## config.mk

```make
export PLATFORM = sky130hd
export DESIGN_NAME = hfd_dma_ctl
export DESIGN_NICKNAME = d
export VERILOG_FILES = /design/src/hfd_dma_ctl.v
export VERILOG_INCLUDE_DIRS = /design/src
export SDC_FILE = /design/constraint.sdc
export NUM_CORES = 1
export LEC_CHECK = 0
export BUFFER_PORTS_ARGS = -buffer_cell sky130_fd_sc_hd__buf_2
export CORE_ASPECT_RATIO = 0.5
export CORE_MARGIN = 2
export CORE_UTILIZATION = 44
export DETAILED_ROUTE_END_ITERATION = 10
export PLACE_DENSITY = 0.69
export RECOVER_POWER = 25
export SYNTH_ARGS = -nofsm -noshare
export SYNTH_HDL_FRONTEND = slang
export SYNTH_SLANG_ARGS = --single-unit
export TNS_END_PERCENT = 20
```

## constraint.sdc

```tcl
create_clock -name mclk -period 2.59 [get_ports mclk]
set_input_delay 0.518 -clock mclk [delete_from_list [all_inputs] [get_ports mclk]]
set_output_delay 0.518 -clock mclk [all_outputs]
set_load 0.02 [all_outputs]
```

## src/hfd_defines.vh

```
// Purpose: constants for the set-device-bits and DMA-activate transport control
// Assumes: 10 MHz mclk, APB register access with 32-bit words
// Notes: offsets are byte addresses
`ifndef HFD_DEFINES_VH
`define HFD_DEFINES_VH
// ==========================================================
// Register offsets
`define HFD_OFF_CTRL 8'h00
`define HFD_OFF_SHADOW 8'h04
`define HFD_OFF_STAT 8'h08
`define HFD_OFF_COUNT 8'h0C
// ==========================================================
// Control bit positions
`define HFD_CTRL_SOFT_RESET_BIT 0
`define HFD_CTRL_DEVRST 1
`define HFD_CTRL_DMAINIT 2
`define HFD_CTRL_IPCLR 3
// ==========================================================
// Shadow status bit positions
`define HFD_ST_BUSY 7
`define HFD_ST_DRQ 3
// ==========================================================
// Payload limit in bytes and per-beat size
`define HFD_LIMIT_BYTES 14'h2000
`define HFD_BEAT_BYTES 14'h0004
// ==========================================================
// States
`define HFD_S_IDLE 3'h0
`define HFD_S_DB_RX 3'h1
`define HFD_S_DB_LOAD 3'h2
`define HFD_S_DA_RX 3'h3
`define HFD_S_OUT_WAIT 3'h4
`define HFD_S_OUT_ACT 3'h5
`define HFD_S_END 3'h6
`define HFD_S_IN 3'h7
`endif

```

## src/hfd_dma_ctl.v

```verilog
// Purpose: host transport control for received set-device-bits and DMA-activate frames
// Assumes: link strobes are synchronous to mclk; registers reached over APB
// Notes: one beat carries one 4-byte dword of payload
//
// Added by the designer: the APB register port and the placing of the registers.
`timescale 1ns/1ps
`include "hfd_defines.vh"
// Notes on behaviour
// - In devbits receive state wait for frame end and link status.
// - Clean devbits reception advances to the load state.
// - Errored devbits reception reports error and returns idle, no load.
// - Load error byte into shadow error register, then go idle.
// - Upper status field goes to shadow status bits 6..4.
// - Lower status field goes to shadow status bits 2..0.
// - Shadow busy bit 7 and data request bit 3 stay unchanged.
// - Interrupt flag with busy and data request clear sets interrupt pending.
// - DMA-activate frame first resolves transfer direction.
// - Error-free host-to-device DMA-activate goes to the data-out wait state.
// - Errored DMA-activate reports to link and application, returns idle.
// - Link illegal-transition in DMA-activate receive, active data-out or device-to-host forces idle.
// - Data-out wait holds until the DMA controller is initialized.
// - Active data-out sends until done; 8KB incomplete goes to DMA end.
// - At 8KB limit, close the frame and deactivate DMA engine.
// - Link abort during active data-out goes to DMA end.
// - After abort truncate and ask link to append CRC and end.
// - Soft or device reset in data-out states returns idle.
// - Leaving on reset tells link to send sync primitives.
// - DMA end confirms controller done, then idle with or without error.
// - Device-to-host state activates DMA once the controller is initialized, waits for completion, then DMA end.
// - Soft or device reset during device-to-host DMA returns idle.
module hfd_dma_ctl #(
  parameter LIMIT_BYTES = `HFD_LIMIT_BYTES
) (
  input wire mclk,
  input wire soft_reset_bit,
  input wire psel,
  input wire penable,
  input wire pwrite,
  input wire [7:0] paddr,
  input wire [31:0] pwdata,
  output reg [31:0] prdata,
  output reg pready,
  output reg pslverr,
  input wire rx_devbits,
  input wire rx_dma_act,
  input wire dir_in,
  input wire rx_done,
  input wire rx_err,
  input wire [7:0] fis_error,
  input wire [2:0] upper_status_field,
  input wire [2:0] lower_status_field,
  input wire fis_irq,
  input wire link_illegal,
  input wire link_abort,
  input wire beat_sent,
  input wire xfer_done,
  input wire dma_idle,
  input wire dma_err,
  output reg dma_active,
  output reg link_close,
  output reg link_crc_end,
  output reg link_sync,
  output reg err_to_dev,
  output reg err_to_app,
  output reg irq_pending
);

  // ==========================================================
  // State and registers
  reg [2:0] state_r;
  reg [2:0] state_nxt;
  reg [7:0] shadow_err_r;
  reg [7:0] shadow_stat_r;
  reg soft_reset_bit_r;
  reg devrst_r;
  reg dma_init_r;
  reg aborted_r;
  reg [13:0] sent_r;
  reg [15:0] limit_cnt_r;
  wire reset_req;
  wire apb_wr;
  wire apb_rd;
  wire at_limit;
  wire [7:0] stat_load;

  assign reset_req = soft_reset_bit_r | devrst_r;
  assign apb_wr = psel & penable & pwrite & pready;
  assign apb_rd = psel & ~penable & ~pwrite;
  assign at_limit = (sent_r + `HFD_BEAT_BYTES) >= LIMIT_BYTES[13:0];
  assign stat_load = {shadow_stat_r[`HFD_ST_BUSY], upper_status_field,
    shadow_stat_r[`HFD_ST_DRQ], lower_status_field};

  // ==========================================================
  // State codes
  // Codes also read back through the status word
  localparam [2:0] ST_IDLE = `HFD_S_IDLE;
  localparam [2:0] ST_DB_RX = `HFD_S_DB_RX;
  localparam [2:0] ST_DB_LOAD = `HFD_S_DB_LOAD;
  localparam [2:0] ST_DA_RX = `HFD_S_DA_RX;
  localparam [2:0] ST_OUT_WAIT = `HFD_S_OUT_WAIT;
  localparam [2:0] ST_OUT_ACT = `HFD_S_OUT_ACT;
  localparam [2:0] ST_END = `HFD_S_END;
  localparam [2:0] ST_IN = `HFD_S_IN;

  // ==========================================================
  // Decoded events
  wire in_out_states;
  wire db_bad;
  wire da_bad;
  wire irq_set;
  wire irq_clr;
  wire abort_hit;
  wire limit_hit;
  wire reset_exit;
  wire end_done;
  wire out_stay;
  wire in_stay;

  assign in_out_states = (state_r == ST_OUT_WAIT) | (state_r == ST_OUT_ACT) |
    (state_r == ST_IN);
  assign db_bad = (state_r == ST_DB_RX) & rx_done & rx_err;
  assign da_bad = (state_r == ST_DA_RX) & rx_err & ~link_illegal;
  // Busy and data request looked at before the load
  assign irq_set = (state_r == ST_DB_LOAD) & fis_irq & ~shadow_stat_r[`HFD_ST_BUSY] &
    ~shadow_stat_r[`HFD_ST_DRQ];
  assign irq_clr = apb_wr & (paddr == `HFD_OFF_CTRL) & pwdata[`HFD_CTRL_IPCLR];
  assign abort_hit = (state_r == ST_OUT_ACT) & link_abort & ~link_illegal & ~reset_req;
  assign limit_hit = (state_r == ST_OUT_ACT) & (state_nxt == ST_END) & ~link_abort &
    ~xfer_done;
  assign reset_exit = in_out_states & reset_req & ~link_illegal;
  assign end_done = (state_r == ST_END) & dma_idle;
  assign out_stay = (state_r == ST_OUT_ACT) & (state_nxt == ST_OUT_ACT);
  assign in_stay = (state_r == ST_IN) & (state_nxt == ST_IN);

  // ==========================================================
  // Next state
  // Active data-out priority: illegal, reset, abort or done, then limit
  always @* begin
    state_nxt = state_r;
    case (state_r)
      ST_IDLE: begin
        if (rx_devbits) begin
          state_nxt = ST_DB_RX;
        end else if (rx_dma_act) begin
          state_nxt = ST_DA_RX;
        end
      end
      ST_DB_RX: begin
        if (rx_done) begin
          state_nxt = rx_err ? ST_IDLE : ST_DB_LOAD;
        end
      end
      ST_DB_LOAD: state_nxt = ST_IDLE;
      ST_DA_RX: begin
        if (link_illegal | rx_err) begin
          state_nxt = ST_IDLE;
        end else begin
          state_nxt = dir_in ? ST_IN : ST_OUT_WAIT;
        end
      end
      ST_OUT_WAIT: begin
        if (reset_req) begin
          state_nxt = ST_IDLE;
        end else if (dma_init_r) begin
          state_nxt = ST_OUT_ACT;
        end
      end
      ST_OUT_ACT: begin
        if (link_illegal) begin
          state_nxt = ST_IDLE;
        end else if (reset_req) begin
          state_nxt = ST_IDLE;
        end else if (link_abort | xfer_done) begin
          state_nxt = ST_END;
        end else if (beat_sent & at_limit) begin
          state_nxt = ST_END;
        end
      end
      ST_END: begin
        if (dma_idle) begin
          state_nxt = ST_IDLE;
        end
      end
      ST_IN: begin
        if (link_illegal | reset_req) begin
          state_nxt = ST_IDLE;
        end else if (xfer_done) begin
          state_nxt = ST_END;
        end
      end
      default: state_nxt = ST_IDLE;
    endcase
  end

  // ==========================================================
  // State register
  always @(posedge mclk) begin
    if (soft_reset_bit) begin
      state_r <= ST_IDLE;
    end else begin
      state_r <= state_nxt;
    end
  end

  // ==========================================================
  // Shadow error and status registers
  always @(posedge mclk) begin
    if (soft_reset_bit) begin
      shadow_err_r <= 8'h00;
      shadow_stat_r <= 8'h00;
    end else begin
      if (state_r == ST_DB_LOAD) begin
        shadow_err_r <= fis_error;
        shadow_stat_r <= stat_load;
      end
    end
  end

  // ==========================================================
  // Interrupt pending
  // A set in the same cycle as a software clear wins
  always @(posedge mclk) begin
    if (soft_reset_bit) begin
      irq_pending <= 1'b0;
    end else if (irq_set) begin
      irq_pending <= 1'b1;
    end else if (irq_clr) begin
      irq_pending <= 1'b0;
    end
  end

  // ==========================================================
  // Error status pulses
  always @(posedge mclk) begin
    if (soft_reset_bit) begin
      err_to_dev <= 1'b0;
      err_to_app <= 1'b0;
    end else begin
      err_to_dev <= 1'b0;
      err_to_app <= 1'b0;
      if (db_bad) begin
        err_to_dev <= 1'b1;
      end
      if (da_bad) begin
        err_to_dev <= 1'b1;
        err_to_app <= 1'b1;
      end
      // An abort already ended the frame toward the device
      if (end_done) begin
        err_to_dev <= dma_err & ~aborted_r;
        err_to_app <= dma_err;
      end
    end
  end

  // ==========================================================
  // Link layer requests
  // Each request stands for one cycle
  always @(posedge mclk) begin
    if (soft_reset_bit) begin
      link_close <= 1'b0;
      link_crc_end <= 1'b0;
      link_sync <= 1'b0;
    end else begin
      link_close <= limit_hit;
      link_crc_end <= abort_hit;
      link_sync <= reset_exit;
    end
  end

  // ==========================================================
  // DMA engine and payload count
  always @(posedge mclk) begin
    if (soft_reset_bit) begin
      dma_active <= 1'b0;
      sent_r <= 14'h0000;
      aborted_r <= 1'b0;
    end else begin
      // Byte count wraps above 16 KB, so the limit must stay below that
      if (out_stay) begin
        dma_active <= 1'b1;
        if (beat_sent) begin
          sent_r <= sent_r + `HFD_BEAT_BYTES;
        end
      end else if (in_stay) begin
        dma_active <= dma_init_r;
      end else begin
        dma_active <= 1'b0;
      end
      if (abort_hit) begin
        aborted_r <= 1'b1;
      end
      // Byte count and abort flag restart for the next frame
      if (state_nxt == ST_IDLE) begin
        sent_r <= 14'h0000;
        aborted_r <= 1'b0;
      end
    end
  end

  // ==========================================================
  // Count of frames closed at the payload limit
  always @(posedge mclk) begin
    if (soft_reset_bit) begin
      limit_cnt_r <= 16'h0000;
    end else begin
      if (limit_hit) begin
        limit_cnt_r <= limit_cnt_r + 16'h0001;
      end
    end
  end

  // ==========================================================
  // APB slave, no wait states
  always @(posedge mclk) begin
    if (soft_reset_bit) begin
      pready <= 1'b0;
      pslverr <= 1'b0;
      prdata <= 32'h00000000;
      soft_reset_bit_r <= 1'b0;
      devrst_r <= 1'b0;
      dma_init_r <= 1'b0;
    end else begin
      pready <= psel & ~penable;
      pslverr <= 1'b0;
      devrst_r <= 1'b0;
      if (psel & ~penable) begin
        pslverr <= (paddr > `HFD_OFF_COUNT) | (paddr[1:0] != 2'h0);
      end
      if (apb_wr && paddr == `HFD_OFF_CTRL) begin
        soft_reset_bit_r <= pwdata[`HFD_CTRL_SOFT_RESET_BIT];
        devrst_r <= pwdata[`HFD_CTRL_DEVRST];
        dma_init_r <= pwdata[`HFD_CTRL_DMAINIT];
      end
      if (apb_rd) begin
        case (paddr)
          `HFD_OFF_CTRL: prdata <= {28'h0000000, irq_pending, dma_init_r, 1'b0,
            soft_reset_bit_r};
          `HFD_OFF_SHADOW: prdata <= {16'h0000, shadow_err_r, shadow_stat_r};
          `HFD_OFF_STAT: prdata <= {15'h0000, sent_r, state_r};
          `HFD_OFF_COUNT: prdata <= {16'h0000, limit_cnt_r};
          default: prdata <= 32'h00000000;
        endcase
      end
    end
  end

endmodule // hfd_dma_ctl

```

Word-level counts from Yosys, hierarchy flattened
Index checks and enable logic that the tools add are counted.

cells by class
  $add $sub $neg = 2
  multiply operators = 0
  divide/modulo/power cells = 0
  $lt $le $gt $ge = 2
  equality and inequality tests = 13
  shifts and indexed selects = 0
  multiplexer cells = 26
  bitwise operators = 41
  reductions and logical operators = 10

operator list
  cell                   number
  $pmux 17 s4            1
  $mux 3                 13
  $and 1x1->1            25
  $pmux 3 s8             1
  $eq 3x3->1 const B     7
  $add 16x1->16 const B  1
  $eq 8x4->1 const B     2
  $add 14x3->14 const B  1
  $ge 14x14->1 const B   1
  $mux 1                 9
  $not 1->1              9
  $eq 8x3->1 const B     1
  $gt 8x4->1 const B     1
  $logic_not 8->1        1
  $or 1x1->1             7
  $eq 3x2->1 const B     2
  $logic_not 3->1        2
  $reduce_or 2->1        3
  $mux 2                 2
  $reduce_bool 2->1      2
  $eq 3x1->1 const B     1
  $reduce_and 2->1       1
  $logic_and 1x1->1      1

word-level totals
  register bits after elaboration = 92
  bits in latches = 0
  bits in writable memories = 0
  ROM bits = 0
  output and inout bits = 41
  word-level logic and storage cells = 113
  memories kept = 0

Longest topological paths before layout
  depth in word-level cells = 12
  depth in mapped cells = 8

Worst setup path before layout
OpenSTA, ideal clock, no wires.

  path kind = input port to flip-flop
  from = in xfer_done
  to = reg limit_cnt_r[10]
  setup time = 0.121 ns
  data arrival time = 2.022 ns
  data required time = 2.469 ns
  path slack = 0.447 ns
  stages = 6
  cell sequence = or2_2 nor3_1 o21ai_1 clkbuf_1 nor4_1 mux2_2

on the way
  word-level cells in the longest chain between the ends = 9

ends and longest elaborated chain
  what                      RTL line           RTL
  start, declared           hfd_dma_ctl.v:56   input wire xfer_done,
  $or 1x1->1                hfd_dma_ctl.v:173  end else if (link_abort | xfer_done) begin
  $mux 3                    hfd_dma_ctl.v:173
  $mux 3                    hfd_dma_ctl.v:171  end else if (reset_req) begin
  $mux 3                    hfd_dma_ctl.v:169  if (link_illegal) begin
  $pmux 3 s8                hfd_dma_ctl.v:140  case (state_r)
  $eq 3x3->1                hfd_dma_ctl.v:128  assign limit_hit = (state_r == ST_OUT_ACT) & (state_nxt == ST_END) & ~link_abort &
  $and 1x1->1 (2 in a row)  hfd_dma_ctl.v:128
  $and 1x1->1 *             hfd_dma_ctl.v:128
  end signal, assigned      hfd_dma_ctl.v:308  limit_cnt_r <= limit_cnt_r + 16'h0001;
  end, declared             hfd_dma_ctl.v:79   reg [15:0] limit_cnt_r;

Every way passes the cells marked *; elsewhere a longest branch is shown, timed or not.
A chain may end at the register's enable or synchronous reset.

Worst setup path after layout
  from = reg state_r[1]
  to = reg limit_cnt_r[10]

on the way
  word-level cells in the longest chain between the ends = 9

ends and longest elaborated chain
  what                        RTL line           RTL
  start, declared             hfd_dma_ctl.v:70   reg [2:0] state_r;
  start signal, assigned      hfd_dma_ctl.v:201  state_r <= state_nxt;
  $mux 3                      hfd_dma_ctl.v:175  end else if (beat_sent & at_limit) begin
  $mux 3                      hfd_dma_ctl.v:173
  $mux 3                      hfd_dma_ctl.v:171
  $mux 3                      hfd_dma_ctl.v:169
  $pmux 3 s8                  hfd_dma_ctl.v:140
  $eq 3x3->1                  hfd_dma_ctl.v:128
  $and 1x1->1 * (3 in a row)  hfd_dma_ctl.v:128

Marks and branches as above.

==> results.toml <==
[cts]
cts.clk_slew.worst_paths_ns = 0.06
cts_buffers = 9
cts-hold-fix-buffers = 0
clockBufferDepth = 2
htreeDepth = 3
cts_root_buffer = "clkbuf_16"
clock-sinks = 75
clk_latency_ns = 0.33
cts_tree = "built"
cts_setup_buffers = 0

[placed_design]
gp_congestion = 0.914
io_buffers = 68
dp.cells = 629
hpwl_mm = 7.23
dp_slack_ns = 0.116
placedInstanceArea_um2 = 4350

[global_route]
grt-ovfl-total = 0
grt_start_max_net_pins = 38
grt_pass1_wl_mm = 16.3
track_usage = 0.217
grt_pass1_vias = 3212
antenna_found_initial = 0

[synth]
synth-adder-area-share = 0.00641
synth_compound_area_frac = 0.144
synth_cell_types = 57
synthFlopType = "dfxtp_1"
synth_enable_flop_cells = 0
ys_seq_area_frac = 0.385
async_reset_ff_frac = 0
avgSynthCellArea_um2 = 8.52
yosys.cell_count.top_type = "dfxtp_1"
syn_inst = 458
synth_seq_cells = 75
synth_top_family_by_area = "simple AND/OR/NAND/NOR gates"
yosys.area.top_type = "dfxtp_1"
synthDominantCellAreaShare = 0.385
synthSimpleGateAreaFrac = 0.270
syn_area_um2 = 3900
synthXorXnorAreaFrac = 0.0247
netlist_top_cells_count = "dfxtp_1, nand2_1, nor2_1, a21oi_1, nor4_1"
synth.area.mux_share = 0.0990
synth_area_leaders = "dfxtp_1, mux2_2, a21oi_1"
yosys_warnings = 0

[routing]
drc_errors = 0
totalWireLength_mm = 10.1
first_pass_iters = 5
drtIter0Drc = 369
wl_met3_um = 834
wl_met1_mm = 5.09
final_antenna_net_count = 0
highest_layer = "met4"
viasPerCell = 5.56
met2WireLength_mm = 4.02
vias = 3585
wire_per_inst_um = 15.6

[critical_path]
r2r_setup_slack_ns = 0.24
cpLargestDelayFamily = "simple AND/OR/NAND/NOR gates"
cp_max_fo = 7
worst_ep_required_time_ns = 2.81
slowest_stage = "dfxtp_1"
critical_path_class = "flip-flop to flip-flop"
cp.arrival_ns = 2.57
worst_setup_path_end_kind = "flip-flop"
slowest_delay_ns = 0.49
start_kind = "flip-flop"
path_cells = "nor2_1 -> a32o_1 -> or3_1 -> buf_4 -> nor4_1 -> mux2_2"
crit_buf_inv = 1

[timing]
period_needed_ns = 2.35
fmax_mhz = 426
fin_tns_setup_ns = 0
final-setup-viol-count = 0
finalCritPeriodShare = 0.906
clock_skew_ns = 0.00645
slew_headroom = 0.101
rsz0062_at_grt = "false"
fin_ws_ns = 0.244
hold_violations = 0
worstMarginPinSlew_ns = 1.35
maxSlewViolCount = 0

[layout]
drive_above_1_share = 0.212
stdcell_area_um2 = 4660
register_area_um2 = 1500
finalNonFillerCells = 645
finish.net_count = 596
n_fill_cell = 825
multiInputGateArea_um2 = 2180
areaGrowthSynthToFinish_pct = 19.5
diodes = 0

[power]
ir_worst_vdd_mv = 0.371
p_per_area_nw_per_um2 = 609
cellLeakagePower_nw = 1.76

[die]
core_area_um2 = 8650
initial_core_util = 0.451
row_count = 24
die_w_um = 137
die_height_um = 70.6
dieArea_um2 = 9690
ios = 112

[run_status]
status = "finished clean"

[job]
maxCapViolations = 0

[hold_path]
hp-class = "input port to flip-flop"
## flip-flops by register name, summed over array words and instances (netlist names)
name	flops
prdata	17
limit_cnt_r	16
sent_r	12
shadow_err_r	8
shadow_stat_r	6
state_r	3
aborted_r	1
devrst_r	1
dma_active	1
dma_init_r	1
err_to_app	1
err_to_dev	1
irq_pending	1
link_close	1
link_crc_end	1
link_sync	1
pready	1
pslverr	1
soft_reset_bit_r	1
## final timing paths
kind,start,endpoint,cells after the start
max,state_r[1]$_SDFF_PP0_,limit_cnt_r[10]$_SDFFE_PP0P_,6
min,fis_error[3],shadow_err_r[3]$_SDFFE_PP0N_,3
max reg2reg,state_r[1]$_SDFF_PP0_,limit_cnt_r[10]$_SDFFE_PP0P_,6
min reg2reg,shadow_err_r[6]$_SDFFE_PP0N_,shadow_err_r[6]$_SDFFE_PP0N_,2
## cells by family (layout without fill, tap and decap cells)
family	Yosys count	in the layout
and+or+nand+nor	198	198
AOI/OAI and AO/OA	84	84
muxes	33	33
adders and majority gates	2	2
other	1	15
xor gates and xnor gates	11	11
DFF	75	75
buffers and inverters	54	110
## cells in the final DEF (no fill, tap or decap), types with 4 or more instances in the layout
| master | count |
|---|---|
| mux2_2 | 22 |
| dfxtp_1 | 75 |
| nor2b_1 | 18 |
| and3_1 | 4 |
| a22oi_1 | 15 |
| nor3_1 | 13 |
| a22o_1 | 11 |
| nand2_1 | 43 |
| mux2i_1 | 6 |
| inv_1 | 7 |
| buf_4 | 17 |
| and2_1 | 4 |
| nand3_1 | 12 |
| nor2_1 | 43 |
| o21ai_0 | 4 |
| buf_2 | 46 |
| nand4_1 | 13 |
| a21oi_1 | 36 |
| nor3b_1 | 4 |
| nor4_1 | 23 |
| clkbuf_16 | 9 |
| xnor2_1 | 10 |
| clkbuf_1 | 24 |
| conb_1 | 15 |
## metal layers
metal | track usage | vias up
li1 | - | 1761
met1 | 0.331 | 1668
met5 | 0 | -
met2 | 0.301 | 142
met4 | 0.0641 | 0
met3 | 0.0509 | 14
## repair_timing
action | CTS | global route
hold endpoints to repair | 0 | 0
gates resized for setup | 0 | 1
endpoints found under the setup margin | 0 | 5
## metrics by stage
step | hold slack (ns) | power, W | util
after floorplan | 0.433 | 0.00136 | -
after global placement | 0.442 | 0.00142 | 0.503
after detailed placement | 0.448 | 0.00142 | 0.503
after CTS | 0.412 | 0.00286 | 0.543
after global routing | 0.422 | 0.00293 | 0.539
final | 0.417 | 0.00284 | 0.539
## report_power, final
group	switching, W	internal (W)
registers	0.0000105	0.00117
clock network	0.000479	0.000964
logic	0.000145	0.0000756
total	0.000634	0.00221
## final cells by class
type                    count  area share
clock buffers              11      0.0520
well taps                 117      0.0314
flip-flops and latches     75       0.322
multi-input cells         343       0.468
inverters                   7     0.00563
clock inverters             5      0.0215
repair buffers             87      0.0995
## worst register-to-register path, stage by stage, from the launching register on
cell,delay (ns)
dfxtp_1,0.49
nor2_1,0.15
a32o_1,0.23
or3_1,0.44
buf_4,0.19
nor4_1,0.37
mux2_2,0.37
(Power assumes the default switching activity.)
